File: config.mk
export PLATFORM = sky130hd
export DESIGN_NAME = port_b_upper_pin_function_mux
export DESIGN_NICKNAME = d
export VERILOG_FILES = /design/src/core/port_b_upper_pin_function_mux.v
export VERILOG_INCLUDE_DIRS = /design/src /design/src/core
export SDC_FILE = /design/constraint.sdc
export NUM_CORES = 1
export LEC_CHECK = 0
export CAP_MARGIN = 10
export CORE_ASPECT_RATIO = 0.5
export CORE_UTILIZATION = 35
export CTS_BUF_LIST = sky130_fd_sc_hd__clkbuf_16
export DETAILED_ROUTE_END_ITERATION = 12
export DONT_BUFFER_PORTS = 1
export PLACE_DENSITY = 0.48
export SYNTH_ARGS = -nofsm -noshare
export SYNTH_HDL_FRONTEND = slang
export SYNTH_SLANG_ARGS = --single-unit
File: constraint.sdc
create_clock -name CORE_CLK -period 3.2 [get_ports CORE_CLK]
set_input_delay 0.48 -clock CORE_CLK [delete_from_list [all_inputs] [get_ports CORE_CLK]]
set_output_delay 0.48 -clock CORE_CLK [all_outputs]
set_load 0.03 [all_outputs]
File: src/core/pin_mux_defines.vh
`ifndef PIN_MUX_DEFINES_VH
`define PIN_MUX_DEFINES_VH

// register byte offsets
`define PBM_ADDR_W 8
`define PBM_OFFS_SEL_LOW 8'h00
`define PBM_OFFS_SEL_HIGH 8'h04

// reset values and implemented bits
`define PBM_RST_SEL_LOW 32'h00000000
`define PBM_RST_SEL_HIGH 32'h00000000
`define PBM_MASK_SEL_LOW 32'h0000000f
`define PBM_MASK_SEL_HIGH 32'hffffffff

// field positions in the low register
`define PBM_PIN32_LSB 0
`define PBM_PIN33_LSB 2

// select codes
`define PBM_SEL_GPIO 2'b00
`define PBM_SEL_ALT1 2'b01
`define PBM_SEL_ALT2 2'b10
`define PBM_SEL_ALT3 2'b11

// pin index: 0 pin32, 1 pin33, 2..17 pin48..pin63
`define PBM_NPIN 18
// per-alternative capability, one bit per pin index
`define PBM_ALT1_DRV 18'h2ffcf
`define PBM_ALT1_RCV 18'h1ffff
`define PBM_ALT2_DRV 18'h3fffe
`define PBM_ALT2_RCV 18'h3fffd
`define PBM_ALT3_DRV 18'h3fc3f
`define PBM_ALT3_RCV 18'h00f3c
// code 11 reserved on pin52 and pin53
`define PBM_ALT3_RSV 18'h000c0
// i2c lines on alternative 1 are open drain
`define PBM_ALT1_OD 18'h00003

// axi responses
`define PBM_RESP_OKAY 2'b00
`define PBM_RESP_SLVERR 2'b10

`endif

File: src/core/port_b_upper_pin_function_mux.v
// Function
// - pin33 select bits 3:2, four sources
// - pin32 select bits 1:0, four sources
// - pin63 select bits 31:30
// - pin62 select bits 29:28
// - pin61 select bits 27:26
// - pin60 select bits 25:24
// - pin59 select bits 23:22
// - pin58 select bits 21:20
// - pin57 select bits 19:18
// - pin56 select bits 17:16
// - pin55 select bits 15:14
// - pin54 select bits 13:12
// - pin53 select bits 11:10, code 11 reserved
// - pin52 select bits 9:8, code 11 reserved
// - pin51 select bits 7:6
// - pin50 select bits 5:4
// - fields default 00, pins start as GPIO
// - high register fields read/write, reset zero
//
// The AXI4-Lite slave port and the placing of the registers are this design's own decisions.
`timescale 1ns/1ps
`include "pin_mux_defines.vh"

module port_b_upper_pin_function_mux (
  input wire CORE_CLK,
  input wire RST_N,
  input wire [`PBM_ADDR_W-1:0] AWADDR,
  input wire [2:0] AWPROT,
  input wire AWVALID,
  output wire AWREADY,
  input wire [31:0] WDATA,
  input wire [3:0] WSTRB,
  input wire WVALID,
  output wire WREADY,
  output wire [1:0] BRESP,
  output wire BVALID,
  input wire BREADY,
  input wire [`PBM_ADDR_W-1:0] ARADDR,
  input wire [2:0] ARPROT,
  input wire ARVALID,
  output wire ARREADY,
  output wire [31:0] RDATA,
  output wire [1:0] RRESP,
  output wire RVALID,
  input wire RREADY,
  input wire [`PBM_NPIN-1:0] GPIO_OUT,
  input wire [`PBM_NPIN-1:0] GPIO_OE,
  output wire [`PBM_NPIN-1:0] GPIO_IN,
  input wire [`PBM_NPIN-1:0] ALT1_OUT,
  input wire [`PBM_NPIN-1:0] ALT1_OE,
  output wire [`PBM_NPIN-1:0] ALT1_IN,
  input wire [`PBM_NPIN-1:0] ALT2_OUT,
  input wire [`PBM_NPIN-1:0] ALT2_OE,
  output wire [`PBM_NPIN-1:0] ALT2_IN,
  input wire [`PBM_NPIN-1:0] ALT3_OUT,
  input wire [`PBM_NPIN-1:0] ALT3_OE,
  output wire [`PBM_NPIN-1:0] ALT3_IN,
  input wire [`PBM_NPIN-1:0] PAD_IN,
  output wire [`PBM_NPIN-1:0] PAD_OUT,
  output wire [`PBM_NPIN-1:0] PAD_OE,
  output wire [31:0] SEL_LOW,
  output wire [31:0] SEL_HIGH
);

  localparam NPIN = `PBM_NPIN;

  function [31:0] merge_bytes;
    input [31:0] old_v;
    input [31:0] new_v;
    input [3:0] strb;
    integer b;
    begin
      merge_bytes = old_v;
      for (b = 0; b < 4; b = b + 1) begin
        if (strb[b]) begin
          merge_bytes[8*b +: 8] = new_v[8*b +: 8];
        end
      end
    end
  endfunction

  reg [31:0] sel_low_q;
  reg [31:0] sel_high_q;

  // write channel
  // address and data may arrive in either order; each is parked until
  // its partner comes, and both stay refused while the response waits
  // so a second write can never overtake the first
  reg aw_got_q;
  reg w_got_q;
  reg [`PBM_ADDR_W-1:0] awaddr_q;
  reg [31:0] wdata_q;
  reg [3:0] wstrb_q;
  reg bvalid_q;
  reg [1:0] bresp_q;

  assign AWREADY = ~aw_got_q & ~bvalid_q;
  assign WREADY = ~w_got_q & ~bvalid_q;
  assign BVALID = bvalid_q;
  assign BRESP = bresp_q;

  wire aw_fire = AWVALID & AWREADY;
  wire w_fire = WVALID & WREADY;
  wire aw_have = aw_got_q | aw_fire;
  wire w_have = w_got_q | w_fire;
  wire do_write = aw_have & w_have & ~bvalid_q;
  wire [`PBM_ADDR_W-1:0] wr_addr = aw_got_q ? awaddr_q : AWADDR;
  wire [31:0] wr_data = w_got_q ? wdata_q : WDATA;
  wire [3:0] wr_strb = w_got_q ? wstrb_q : WSTRB;
  wire [`PBM_ADDR_W-1:0] wr_word = {wr_addr[`PBM_ADDR_W-1:2], 2'b00};
  wire wr_low = (wr_word == `PBM_OFFS_SEL_LOW);
  wire wr_high = (wr_word == `PBM_OFFS_SEL_HIGH);

  always @(posedge CORE_CLK) begin
    if (!RST_N) begin
      aw_got_q <= 1'b0;
      w_got_q <= 1'b0;
      awaddr_q <= {`PBM_ADDR_W{1'b0}};
      wdata_q <= 32'h00000000;
      wstrb_q <= 4'h0;
      bvalid_q <= 1'b0;
      bresp_q <= `PBM_RESP_OKAY;
    end else begin
      if (aw_fire) begin
        awaddr_q <= AWADDR;
      end
      if (w_fire) begin
        wdata_q <= WDATA;
        wstrb_q <= WSTRB;
      end
      if (do_write) begin
        aw_got_q <= 1'b0;
        w_got_q <= 1'b0;
        bvalid_q <= 1'b1;
        bresp_q <= (wr_low | wr_high) ? `PBM_RESP_OKAY : `PBM_RESP_SLVERR;
      end else begin
        if (aw_fire) begin
          aw_got_q <= 1'b1;
        end
        if (w_fire) begin
          w_got_q <= 1'b1;
        end
        if (bvalid_q & BREADY) begin
          bvalid_q <= 1'b0;
        end
      end
    end
  end

  // select registers; reserved codes are stored as written
  always @(posedge CORE_CLK) begin
    if (!RST_N) begin
      sel_low_q <= `PBM_RST_SEL_LOW;
      sel_high_q <= `PBM_RST_SEL_HIGH;
    end else if (do_write) begin
      if (wr_low) begin
        sel_low_q <= merge_bytes(sel_low_q, wr_data, wr_strb) & `PBM_MASK_SEL_LOW;
      end else if (wr_high) begin
        sel_high_q <= merge_bytes(sel_high_q, wr_data, wr_strb);
      end
    end
  end

  // read channel
  // one read at a time: the address is only looked at while no data waits
  reg rvalid_q;
  reg [31:0] rdata_q;
  reg [1:0] rresp_q;
  wire [`PBM_ADDR_W-1:0] rd_word = {ARADDR[`PBM_ADDR_W-1:2], 2'b00};
  reg [31:0] rd_mux;
  reg rd_hit;

  always @* begin
    rd_mux = 32'h00000000;
    rd_hit = 1'b0;
    if (rd_word == `PBM_OFFS_SEL_LOW) begin
      rd_mux = sel_low_q;
      rd_hit = 1'b1;
    end else if (rd_word == `PBM_OFFS_SEL_HIGH) begin
      rd_mux = sel_high_q;
      rd_hit = 1'b1;
    end
  end

  assign ARREADY = ~rvalid_q;
  assign RVALID = rvalid_q;
  assign RDATA = rdata_q;
  assign RRESP = rresp_q;

  always @(posedge CORE_CLK) begin
    if (!RST_N) begin
      rvalid_q <= 1'b0;
      rdata_q <= 32'h00000000;
      rresp_q <= `PBM_RESP_OKAY;
    end else if (ARVALID & ~rvalid_q) begin
      rvalid_q <= 1'b1;
      rdata_q <= rd_mux;
      rresp_q <= rd_hit ? `PBM_RESP_OKAY : `PBM_RESP_SLVERR;
    end else if (rvalid_q & RREADY) begin
      rvalid_q <= 1'b0;
    end
  end

  assign SEL_LOW = sel_low_q;
  assign SEL_HIGH = sel_high_q;

  // pad input synchroniser; the first stage feeds only the second
  reg [NPIN-1:0] pad_meta_q;
  reg [NPIN-1:0] pad_sync_q;
  always @(posedge CORE_CLK) begin
    if (!RST_N) begin
      pad_meta_q <= {NPIN{1'b0}};
      pad_sync_q <= {NPIN{1'b0}};
    end else begin
      pad_meta_q <= PAD_IN;
      pad_sync_q <= pad_meta_q;
    end
  end

  // pin index and its alternatives 01 / 10 / 11; unmarked ones drive and receive
  // 0 pin32: i2c_a_data_line od / modulator_sync_in in / converter_start_a_out out
  // 1 pin33: i2c_a_clock_line od / modulator_sync_out out / converter_start_b_out out
  // 2 pin48: capture / bus data 31 / spi d slave in
  // 3 pin49: capture / bus data 30 / spi d slave out
  // 4 pin50: encoder1_input_a in / bus data 29 / spi_d_clock
  // 5 pin51: encoder1_input_b in / bus data 28 / spi_d_slave_enable
  // 6 pin52: encoder1_strobe / bus data 27 / reserved
  // 7 pin53: encoder1_index / bus data 26 / reserved
  // 8 pin54: spi_a_slave_in / bus data 25 / encoder3_input_a in
  // 9 pin55: spi_a_slave_out / bus data 24 / encoder3_input_b in
  // 10 pin56: spi_a_clock / bus data 23 / encoder3_strobe
  // 11 pin57: spi_a_slave_enable / bus data 22 / encoder3_index
  // 12 pin58: mcsp_a_rx_clock / bus data 21 / modulator7_out_a out
  // 13 pin59: mcsp_a_rx_frame_sync / bus data 20 / modulator7_out_b out
  // 14 pin60: mcsp_b_rx_clock / bus data 19 / modulator8_out_a out
  // 15 pin61: mcsp_b_rx_frame_sync / bus data 18 / modulator8_out_b out
  // 16 pin62: serial_c_receive in / bus data 17 / modulator9_out_a out
  // 17 pin63: serial_c_transmit out / bus data 16 / modulator9_out_b out
  // one two-bit field per pin: pin32, pin33, then pin48..pin63
  wire [2*NPIN-1:0] sel_all = {sel_high_q,
                               sel_low_q[`PBM_PIN33_LSB +: 2],
                               sel_low_q[`PBM_PIN32_LSB +: 2]};

  wire [NPIN-1:0] drv1 = `PBM_ALT1_DRV;
  wire [NPIN-1:0] rcv1 = `PBM_ALT1_RCV;
  wire [NPIN-1:0] drv2 = `PBM_ALT2_DRV;
  wire [NPIN-1:0] rcv2 = `PBM_ALT2_RCV;
  wire [NPIN-1:0] drv3 = `PBM_ALT3_DRV;
  wire [NPIN-1:0] rcv3 = `PBM_ALT3_RCV;
  wire [NPIN-1:0] rsv3 = `PBM_ALT3_RSV;
  wire [NPIN-1:0] od1 = `PBM_ALT1_OD;

  wire [NPIN-1:0] out_d;
  wire [NPIN-1:0] oe_d;
  wire [NPIN-1:0] gin_d;
  wire [NPIN-1:0] in1_d;
  wire [NPIN-1:0] in2_d;
  wire [NPIN-1:0] in3_d;

  genvar i;
  generate
    for (i = 0; i < NPIN; i = i + 1) begin : g_pin
      wire [1:0] raw = sel_all[2*i +: 2];
      // reserved code falls back to the gpio path
      wire rsv = (raw == `PBM_SEL_ALT3) & rsv3[i];
      wire [1:0] sel = rsv ? `PBM_SEL_GPIO : raw;
      reg o;
      reg e;
      always @* begin
        o = GPIO_OUT[i];
        e = GPIO_OE[i];
        case (sel)
          `PBM_SEL_ALT1: begin
            // open drain: only ever pulls low
            if (od1[i]) begin
              o = 1'b0;
              e = ALT1_OE[i] & ~ALT1_OUT[i];
            end else begin
              o = ALT1_OUT[i];
              e = ALT1_OE[i] & drv1[i];
            end
          end
          `PBM_SEL_ALT2: begin
            o = ALT2_OUT[i];
            e = ALT2_OE[i] & drv2[i];
          end
          `PBM_SEL_ALT3: begin
            o = ALT3_OUT[i];
            e = ALT3_OE[i] & drv3[i];
          end
          default: begin
            o = GPIO_OUT[i];
            e = GPIO_OE[i];
          end
        endcase
      end
      assign out_d[i] = o;
      assign oe_d[i] = e;
      // the gpio block keeps seeing the pad, like a real input buffer
      assign gin_d[i] = pad_sync_q[i];
      // unselected peripherals see a quiet low
      assign in1_d[i] = (sel == `PBM_SEL_ALT1) & rcv1[i] & pad_sync_q[i];
      assign in2_d[i] = (sel == `PBM_SEL_ALT2) & rcv2[i] & pad_sync_q[i];
      assign in3_d[i] = (sel == `PBM_SEL_ALT3) & rcv3[i] & pad_sync_q[i];
    end
  endgenerate

  // registered pads cost one cycle of latency but keep a select change
  // from glitching the pin while the mux settles
  reg [NPIN-1:0] pad_out_q;
  reg [NPIN-1:0] pad_oe_q;
  reg [NPIN-1:0] gpio_in_q;
  reg [NPIN-1:0] alt1_in_q;
  reg [NPIN-1:0] alt2_in_q;
  reg [NPIN-1:0] alt3_in_q;

  always @(posedge CORE_CLK) begin
    if (!RST_N) begin
      pad_out_q <= {NPIN{1'b0}};
      pad_oe_q <= {NPIN{1'b0}};
      gpio_in_q <= {NPIN{1'b0}};
      alt1_in_q <= {NPIN{1'b0}};
      alt2_in_q <= {NPIN{1'b0}};
      alt3_in_q <= {NPIN{1'b0}};
    end else begin
      pad_out_q <= out_d;
      pad_oe_q <= oe_d;
      gpio_in_q <= gin_d;
      alt1_in_q <= in1_d;
      alt2_in_q <= in2_d;
      alt3_in_q <= in3_d;
    end
  end

  assign PAD_OUT = pad_out_q;
  assign PAD_OE = pad_oe_q;
  assign GPIO_IN = gpio_in_q;
  assign ALT1_IN = alt1_in_q;
  assign ALT2_IN = alt2_in_q;
  assign ALT3_IN = alt3_in_q;

endmodule // port_b_upper_pin_function_mux

==> results of run 1 <==
final cells by class:
cell class | count | area [sq um]
inverter | 12 | 45.04
clock inverter | 19 | 202.7
timing repair buffer | 7 | 52.55
clock buffer | 23 | 575.6
fill | 2644 | 16210
multi-input combinational | 616 | 4329
sequential | 248 | 4966
tap | 374 | 467.9
cells by family (layout without fill, tap and decap cells):
family	Yosys count	after routing
AO/OA/AOI/OAI	100	100
multiplexers	110	110
other	1	42
AND/OR/NAND/NOR	360	360
adder cells (fa/ha/maj)	4	4
flip-flops	248	248
buffers and inverters	114	61
state kept, by name, indices dropped and copies added (netlist names), 4 cells and up:
signal      flops
ALT1_IN        17
ALT2_IN        17
ALT3_IN         8
GPIO_IN        18
PAD_OE         18
PAD_OUT        18
RDATA          32
SEL_HIGH       32
SEL_LOW         4
awaddr_q        6
gin_d          18
pad_meta_q     18
wdata_q        32
wstrb_q         4
where the power goes:
| part | leakage, nW | internal [W] | switching (W) |
|---|---|---|---|
| combinational | 1.80 | 0.000174 | 0.000244 |
| sequential | 2.02 | 0.00319 | 0.000137 |
| clock | 0.378 | 0.00164 | 0.00122 |
cells in the mapped netlist (2+ instances only):
| library cell | instances | share of area (%) |
|---|---|---|
| mux4_2 | 24 | 5.6 |
| buf_1 | 4 | 0.15 |
| mux2i_1 | 56 | 5.8 |
| a21oi_1 | 5 | 0.26 |
| buf_4 | 43 | 3.3 |
| o211a_1 | 7 | 0.72 |
| a22oi_1 | 35 | 2.7 |
| a21o_1 | 2 | 0.15 |
| nand3_1 | 7 | 0.36 |
| ha_1 | 4 | 0.51 |
| nand3_4 | 3 | 0.54 |
| o21ai_0 | 10 | 0.51 |
| dfxtp_1 | 248 | 51 |
| nor2b_1 | 42 | 2.7 |
| nand2b_1 | 3 | 0.19 |
| nor4_1 | 4 | 0.26 |
| nand3b_1 | 2 | 0.15 |
| a21boi_0 | 37 | 2.9 |
| nor3b_1 | 12 | 0.93 |
| mux2_2 | 30 | 3.5 |
| and2_1 | 84 | 5.4 |
| inv_1 | 12 | 0.46 |
| and3_1 | 12 | 0.77 |
| and3b_1 | 10 | 0.90 |
| clkbuf_1 | 53 | 2.0 |
| buf_6 | 2 | 0.23 |
| nand2_1 | 153 | 5.9 |
| nor2_1 | 19 | 0.73 |
per-stage QoR:
stage	hold slack, ns	util [%]
global placement	0.4142	36.72
detailed placement	0.4169	36.72
global route	0.05213	39.62
CTS	0.05095	39.62
floorplan	0.4119	-
finish	0.08292	39.62
cells in the final DEF, fill, tap and decap left out, types with 4 or more instances in the layout:
cell / Yosys / layout
dfxtp_1: 248 / 247
nand2_1: 153 / 152
and2_1: 84 / 83
mux2i_1: 56 / 56
nor2b_1: 42 / 42
conb_1: 1 / 42
a21boi_0: 37 / 37
a22oi_1: 35 / 35
mux2_2: 30 / 30
mux4_2: 24 / 24
clkbuf_16: 0 / 23
nor2_1: 19 / 19
inv_1: 12 / 13
nor3b_1: 12 / 12
and3_1: 12 / 12
and3b_1: 10 / 10
o21ai_0: 10 / 10
nand3_1: 7 / 7
o211a_1: 7 / 7
buf_4: 43 / 7
a21oi_1: 5 / 5
clkinv_1: 0 / 5
nor4_1: 4 / 4
ha_1: 4 / 4
bufinv_16: 0 / 4
clkinv_2: 0 / 4
per-layer routing:
layer  vias up  global-route usage (%)  routed length (um)
met3        33                   4.601                1531
met5         -                       0                   0
met2       192                   28.49               11960
li1       3024                       -                   -
met1      2993                   19.67               10270
met4         0                   3.629                 438
worst max-delay path by stage:
stage	cells past startpoint	start	slack, ns	to
6_report	4	aw_got_q$_SDFFE_PP0P_	0.89	SEL_LOW[1]$_SDFFE_PN0P_
5_1_grt	4	BVALID$_SDFFE_PN0P_	0.69	wdata_q[9]$_SDFFE_PN0P_
4_1_cts	6	w_got_q$_SDFFE_PP0P_	0.82	SEL_HIGH[0]$_SDFFE_PN0P_
3_5_place_dp	6	w_got_q$_SDFFE_PP0P_	0.85	SEL_HIGH[0]$_SDFFE_PN0P_
3_3_place_gp	6	w_got_q$_SDFFE_PP0P_	0.84	SEL_HIGH[1]$_SDFFE_PN0P_
2_1_floorplan	5	AWADDR[5]	1.03	SEL_LOW[0]$_SDFFE_PN0P_
==> results_dict.tcl, run 1 <==
set metrics [dict create \
    crit_chain "or3b_1, a2111oi_4, and4b_1, mux2i_1" \
    slew_violations 0 \
    hold_viol 0 \
    vias 6242 \
    holdPathEnd "pad_meta_q[14]$_SDFF_PN0_" \
    hpwlAfterDp_um 16470 \
    ios 440 \
    antenna_found_initial 1 \
    core_sq_mm 0.02685 \
    setup_violations 0 \
    fp.dieW_um 237.9 \
    fin_crit_ns 2.313 \
    pre_cts_slack_ns 0.8462 \
    required_ns 3.65 \
    dieArea_sq_mm 0.02853 \
    min_path_cells 1 \
    avgSynthCellArea_sq_um 10.39 \
    powerDensity_mw_per_mm2 621.5 \
    n_antenna_cell 0 \
    fin_nets 1139 \
    first_iter_violations 295 \
    min_path_type "input port to flop" \
    worstHoldStart "PAD_IN[14]" \
    ys_types 42 \
    grt_pass1_wl_um 35840 \
    synth_compound_area_share_pct 7.748 \
    synthArstFlopShare_pct 0 \
    root_buffer "clkbuf_16" \
    place.gp.congestion 0.7494 \
    synth_area_sq_mm 0.009738 \
    final_cells 1299 \
    port_buffers 0 \
    slew-limit-headroom_pct 43.77 \
    ys_seq_elements 248 \
    cts_resized 0 \
    cp_slowest_cell "a2111oi_4" \
    maxCapViolations 0 \
    rsz0062_at_grt "false" \
    drive_gt1_share_pct 11.78 \
    clk_pin_slew_worst_paths_ns 0.07 \
    firstDrtPassIters 4 \
    cts_tree "done" \
    r2r_end "SEL_LOW[1]$_SDFFE_PN0P_" \
    ys_warn_count 0 \
    cp_num_buf_inv 0 \
    drcViolationCount 0 \
    fmax_mhz 432.3 \
    grt_max_degree 239 \
    cts_inserted_buffers 23 \
    synth_edf_count 0 \
    die_h_um 119.9 \
    dp.cells 1257 \
    crit_fanout 8 \
    track_usage_pct 16.23 \
    finalInstanceArea_sq_mm 0.01064 \
    worst_ep_arrival_time_ns 2.76 \
    reg2reg_setup_slack_ns 0.89 \
    cp-start-kind "flop" \
    cts_max_level 1 \
    syn2layout_area_growth_pct 9.251 \
    worst-r2r-cell-count 4 \
    fin_crit_sh_pct 72.29 \
    worst_r2r_startpoint "aw_got_q$_SDFFE_PP0P_" \
    final.setup.worst_slack_ns 0.8867 \
    slowest_delay_ns 0.55 \
    p_leak_nw 4.200 \
    initial_core_util_pct 36.26 \
    crit_family "simple AND/OR/NAND/NOR gates" \
    placed_area_sq_mm 0.009861 \
    synth_seq_area_share_pct 50.98 \
    insertion_delay_ns 0.52 \
    ir_drop_mv 0.3094 \
    overflow 0 \
    grt_pass1_vias 6038 \
    power_w 0.006612 \
    synthSimpleGateAreaFrac_pct 19.74 \
    ant_nets 0 \
    worstSetupPathType "flop to flop" \
    cts_hold_buf 0 \
    wire_per_inst_um 18.63 \
    synth_ff_type "dfxtp_1" \
    syn_inst 937 \
    synthAdderAreaFrac_pct 0.5139 \
    synthMuxAreaShare_pct 14.78 \
    clk_path_buf_depth 3 \
    numClockSinks 248 \
    viasPerCell 4.805 \
    cp-end-kind "flop" \
    run_status "completed" \
    post_cts_buffers 0 \
    skew_ns 0.007345 \
    synth_xor_area_share_pct 0 \
    setup_tns_ns 0 \
    routed_wl_um 24200 \
    fp-row-count 42 \
    tightest_slew_ns 0.8405 \
    synth_top_family_by_area "simple AND/OR/NAND/NOR gates" \
]
(Power assumes the default switching activity.)
==> run 2: changes to the inputs <==
Clock period 3.2 ns to 2.3 ns, I/O delays scaled along.
==> results_dict.tcl, run 2 (same netlist as run 1, synthesis figures left out) <==
set metrics [dict create \
    grt_pass1_vias 6999 \
    timing.hold.ws_ns 0.05815 \
    viasPerCell 4.782 \
    cts_resized 0 \
    worst-r2r-cell-count 3 \
    initial_core_util_pct 36.26 \
    dp.cells 1284 \
    cp-end-kind "flop" \
    tightest_slew_ns 0.8470 \
    port_buffers 0 \
    fin_nets 1313 \
    final_util_pct 45.92 \
    r2r_end "PAD_OUT[13]$_SDFF_PN0_" \
    cts_inserted_buffers 24 \
    p_leak_nw 5.092 \
    placed_area_sq_mm 0.01010 \
    track_usage_pct 18.48 \
    place.gp.congestion 0.7406 \
    n_antenna_cell 0 \
    grt_max_degree 140 \
    setup_violations 0 \
    hold_viol 0 \
    syn2layout_area_growth_pct 26.63 \
    antenna_found_initial 1 \
    hpwlAfterDp_um 17160 \
    worstSetupPathType "flop to flop" \
    holdPathEnd "RDATA[1]$_SDFFE_PN0P_" \
    cts_tree "done" \
    min_path_type "input port to flop" \
    slew-limit-headroom_pct 43.53 \
    die_h_um 119.9 \
    overflow 0 \
    cp-start-kind "flop" \
    layout_common_cells "dfxtp_1, nand2_1, dlygate4sd3_1" \
    ant_nets 0 \
    root_buffer "clkbuf_16" \
    first_iter_violations 270 \
    firstDrtPassIters 6 \
    final_cells 1471 \
    vias 7034 \
    insertion_delay_ns 0.52 \
    required_ns 2.71 \
    reg2reg_setup_slack_ns 0.17 \
    numClockSinks 248 \
    rsz0062_at_grt "false" \
    drcViolationCount 0 \
    worstHoldStart "ARADDR[3]" \
    worst_ep_arrival_time_ns 2.53 \
    drive_gt1_share_pct 12.22 \
    fillers 2552 \
    dieArea_sq_mm 0.02853 \
    fmax_mhz 470.3 \
    post_cts_buffers 0 \
    routed_wl_um 27140 \
    slew_violations 0 \
    grt_pass1_wl_um 40790 \
    cts_max_level 1 \
    finalInstanceArea_sq_mm 0.01233 \
    fin_crit_ns 2.126 \
    fp.dieW_um 237.9 \
    final_common_cell "dfxtp_1" \
    clk_path_buf_depth 3 \
    core_sq_mm 0.02685 \
    powerDensity_mw_per_mm2 759.3 \
    slowest_delay_ns 0.72 \
    run_status "completed" \
    ios 440 \
    crit_fanout 7 \
    crit_family "flip-flops" \
    clk_pin_slew_worst_paths_ns 0.07 \
    worst_r2r_startpoint "SEL_HIGH[22]$_SDFFE_PN0P_" \
    crit_chain "mux4_2, and2_1, dlygate4sd3_1" \
    cp_num_buf_inv 1 \
    maxCapViolations 0 \
    ir_drop_mv 0.5372 \
    wire_per_inst_um 18.45 \
    setup_tns_ns 0 \
    cp_slowest_cell "dfxtp_1" \
    skew_ns 0.01075 \
    fp-row-count 42 \
    min_path_cells 3 \
    fin_crit_sh_pct 92.46 \
]
==> run 2: layer usage <==
layer,wire [um],track usage [%]
met4,352,3.427
met3,1488,4.325
met5,0,0
met2,13770,33.41
met1,11530,22.47
==> run 2: worst max-delay path by stage <==
stage	from	to	slack, ns	cells past startpoint
final	SEL_HIGH[22]$_SDFFE_PN0P_	PAD_OUT[13]$_SDFF_PN0_	0.17	3
after global routing	aw_got_q$_SDFFE_PP0P_	SEL_LOW[1]$_SDFFE_PN0P_	0.04	4
after CTS	SEL_HIGH[22]$_SDFFE_PN0P_	PAD_OUT[13]$_SDFF_PN0_	0.15	3
after floorplan	aw_got_q$_SDFFE_PP0P_	SEL_LOW[0]$_SDFFE_PN0P_	0.18	6
after detailed placement	aw_got_q$_SDFFE_PP0P_	SEL_LOW[1]$_SDFFE_PN0P_	0.22	4
after global placement	aw_got_q$_SDFFE_PP0P_	SEL_LOW[1]$_SDFFE_PN0P_	0.26	4
==> run 2: per-stage QoR <==
stage | worst slack, ns | total power [W]
after global routing | 0.04484 | 0.009755
after global placement | 0.2591 | 0.005329
after detailed placement | 0.2225 | 0.005344
after CTS | 0.1500 | 0.009484
after floorplan | 0.1775 | 0.005303
final | 0.1735 | 0.009364
==> run 2: what timing repair did <==
item	CTS	global route
setup endpoints to repair	0	0
endpoints found under the hold margin	195	0
hold buffers	146	0
==> run 2: layout make-up <==
type	instances	area, sq um	area share [%]
Clock buffer	25	625.6	5.073
Clock inverter	16	126.4	1.025
Inverter	12	45.04	0.3653
Multi-Input combinational cell	616	4329	35.11
Sequential cell	248	4966	40.27
Tap cell	374	467.9	3.795
Timing Repair Buffer	180	1772	14.37
==> run 2: worst register-to-register path: cells and delay by family, from the launching register on <==
| kind | cells | cell delay [ns] |
|---|---|---|
| DFF | 1 | 0.72 |
| and+or+nand+nor | 1 | 0.16 |
| muxes | 1 | 0.59 |
| buffers and inverters | 1 | 0.55 |
==> run 2: where the power goes <==
part           switching (W)  total (W)  internal [W]
combinational       0.000445   0.000867      0.000422
clock                0.00170    0.00388       0.00219
sequential          0.000175    0.00461       0.00444
total                0.00232    0.00936       0.00705
==> run 3: changes to the inputs <==
Settings changed: CTS_BUF_LIST sky130_fd_sc_hd__clkbuf_16 to sky130_fd_sc_hd__clkbuf_4 sky130_fd_sc_hd__clkbuf_8.
==> results_dict.tcl, run 3 (same netlist as run 1, synthesis figures left out) <==
set metrics [dict create \
    vias 7154 \
    powerDensity_mw_per_mm2 750.9 \
    run_status "completed" \
    n_antenna_cell 0 \
    layout_common_cells "dfxtp_1, dlygate4sd3_1, nand2_1" \
    worstSetupPathType "flop to flop" \
    internal_power_w 0.007092 \
    fmax_mhz 471.9 \
    setup_tns_ns 0 \
    fin_nets 1347 \
    slew_violations 0 \
    cts_inserted_buffers 39 \
    core_sq_mm 0.02685 \
    swShare_pct 24.89 \
    tightest_slew_ns 0.8462 \
    port_buffers 0 \
    fp-row-count 42 \
    firstDrtPassIters 4 \
    setup_violations 0 \
    worst_ep_arrival_time_ns 2.58 \
    final_common_cell "dfxtp_1" \
    fin_crit_sh_pct 92.13 \
    ir_drop_mv 0.3873 \
    drive_gt1_share_pct 14.56 \
    grtUsageMet2_pct 33.92 \
    hold_viol 0 \
    pre_cts_slack_ns 0.2225 \
    grtUsageMet1_pct 22.49 \
    track_usage_pct 18.99 \
    ios 440 \
    initial_core_util_pct 36.26 \
    drcViolationCount 0 \
    cts_tree "done" \
    crit_fanout 28 \
    busiest_layer "met2" \
    met3_usage_pct 5.291 \
    antenna_found_initial 0 \
    wire_per_inst_um 18.36 \
    ant_nets 0 \
    skew_ns 0.01736 \
    power_switching_w 0.002350 \
    numClockSinks 248 \
    required_ns 2.76 \
    hpwlAfterDp_um 17160 \
    routed_wl_um 27790 \
    cts_resized 0 \
    place.gp.congestion 0.7406 \
    viasPerCell 4.725 \
    grt_pass1_vias 7260 \
    cp-start-kind "flop" \
    cts_hold_buf 165 \
    die_h_um 119.9 \
    clk_pin_slew_worst_paths_ns 0.06 \
    cp-end-kind "flop" \
    fin_crit_ns 2.119 \
    slew-limit-headroom_pct 43.58 \
    fp.dieW_um 237.9 \
    p_leak_nw 5.267 \
    insertion_delay_ns 0.53 \
    final.setup.worst_slack_ns 0.1809 \
    root_buffer "clkbuf_8" \
    grt_pass1_wl_um 41760 \
    clk_path_buf_depth 3 \
    p_clk_share_pct 41.9 \
    dieArea_sq_mm 0.02853 \
    overflow 0 \
    rsz0062_at_grt "false" \
    maxCapViolations 0 \
    first_iter_violations 228 \
    grt_max_degree 135 \
    syn2layout_area_growth_pct 29.11 \
    min_path_type "input port to flop" \
    cts_max_level 2 \
    p_seq_share_pct 48.9 \
    p_comb_share_pct 9.3 \
    post_cts_buffers 0 \
]
## run 3: changes by cell type in the layout (fill, tap and decap cells not counted), moves of 2 or more
cell and change:
clkbuf_16 -25, clkbuf_4 +16, clkbuf_8 +44, clkinv_1 -5
clkinv_2 -2, dlygate4sd3_1 +19, inv_1 -3
## run 3: metrics by stage
step	hold WS (ns)	util (%)	instance area, sq um	total power [W]	cells
5_1_grt	0.01870	46.82	12570	0.009887	1514
4_1_cts	0.003494	46.82	12570	0.009552	1514
3_5_place_dp	0.4198	37.62	10100	0.005344	1284
3_3_place_gp	0.4136	37.62	10100	0.005329	1284
2_1_floorplan	0.4119	-	9892	0.005303	978
6_report	0.04679	46.82	12570	0.009442	1514
## run 3: area by class of cell
cell class	instances	area, sq um
fillers	2569	14280
flip-flops and latches	248	4966
multi-input cells	616	4329
repair buffers	199	1962
clock buffers	60	725.7
well taps	374	467.9
clock inverters	5	77.57
inverters	12	45.04
## run 3: critical path, stage by stage, from the launching register on
cell and delay (ns):
dfxtp_1 0.43, nand2b_2 0.28, nor4_4 0.28, buf_12 0.25, a22oi_1 0.09, nor2b_1 0.14, dlygate4sd3_1 0.56
## run 3: power groups by stage
stage | Clock, W | Sequential, W | Combinational, W
floorplan | 0 | 0.00468 | 0.000618
global placement | 0 | 0.00471 | 0.000624
detailed placement | 0 | 0.00471 | 0.000635
CTS | 0.00406 | 0.00461 | 0.000878
global route | 0.00431 | 0.00463 | 0.000951
finish | 0.00395 | 0.00461 | 0.000876
## run 3: metal layers
metal  part of all wire [%]  wire length (um)
met5                      0                 0
met4                    1.5               418
met3                    6.1              1693
met2                     50             14020
met1                     42             11660
## run 3: path summary, 6_finish.rpt
check	start	to	slack, ns	depth (start not counted)
worst min-delay path	ARADDR[3]	RDATA[2]$_SDFFE_PN0P_	0.05	3
worst min register to register	gin_d[1]$_SDFF_PN0_	GPIO_IN[1]$_SDFF_PN0_	0.46	1
worst max-delay path	RVALID$_SDFFE_PN0P_	RDATA[25]$_SDFFE_PN0P_	0.18	6
worst max register to register	RVALID$_SDFFE_PN0P_	RDATA[25]$_SDFFE_PN0P_	0.18	6
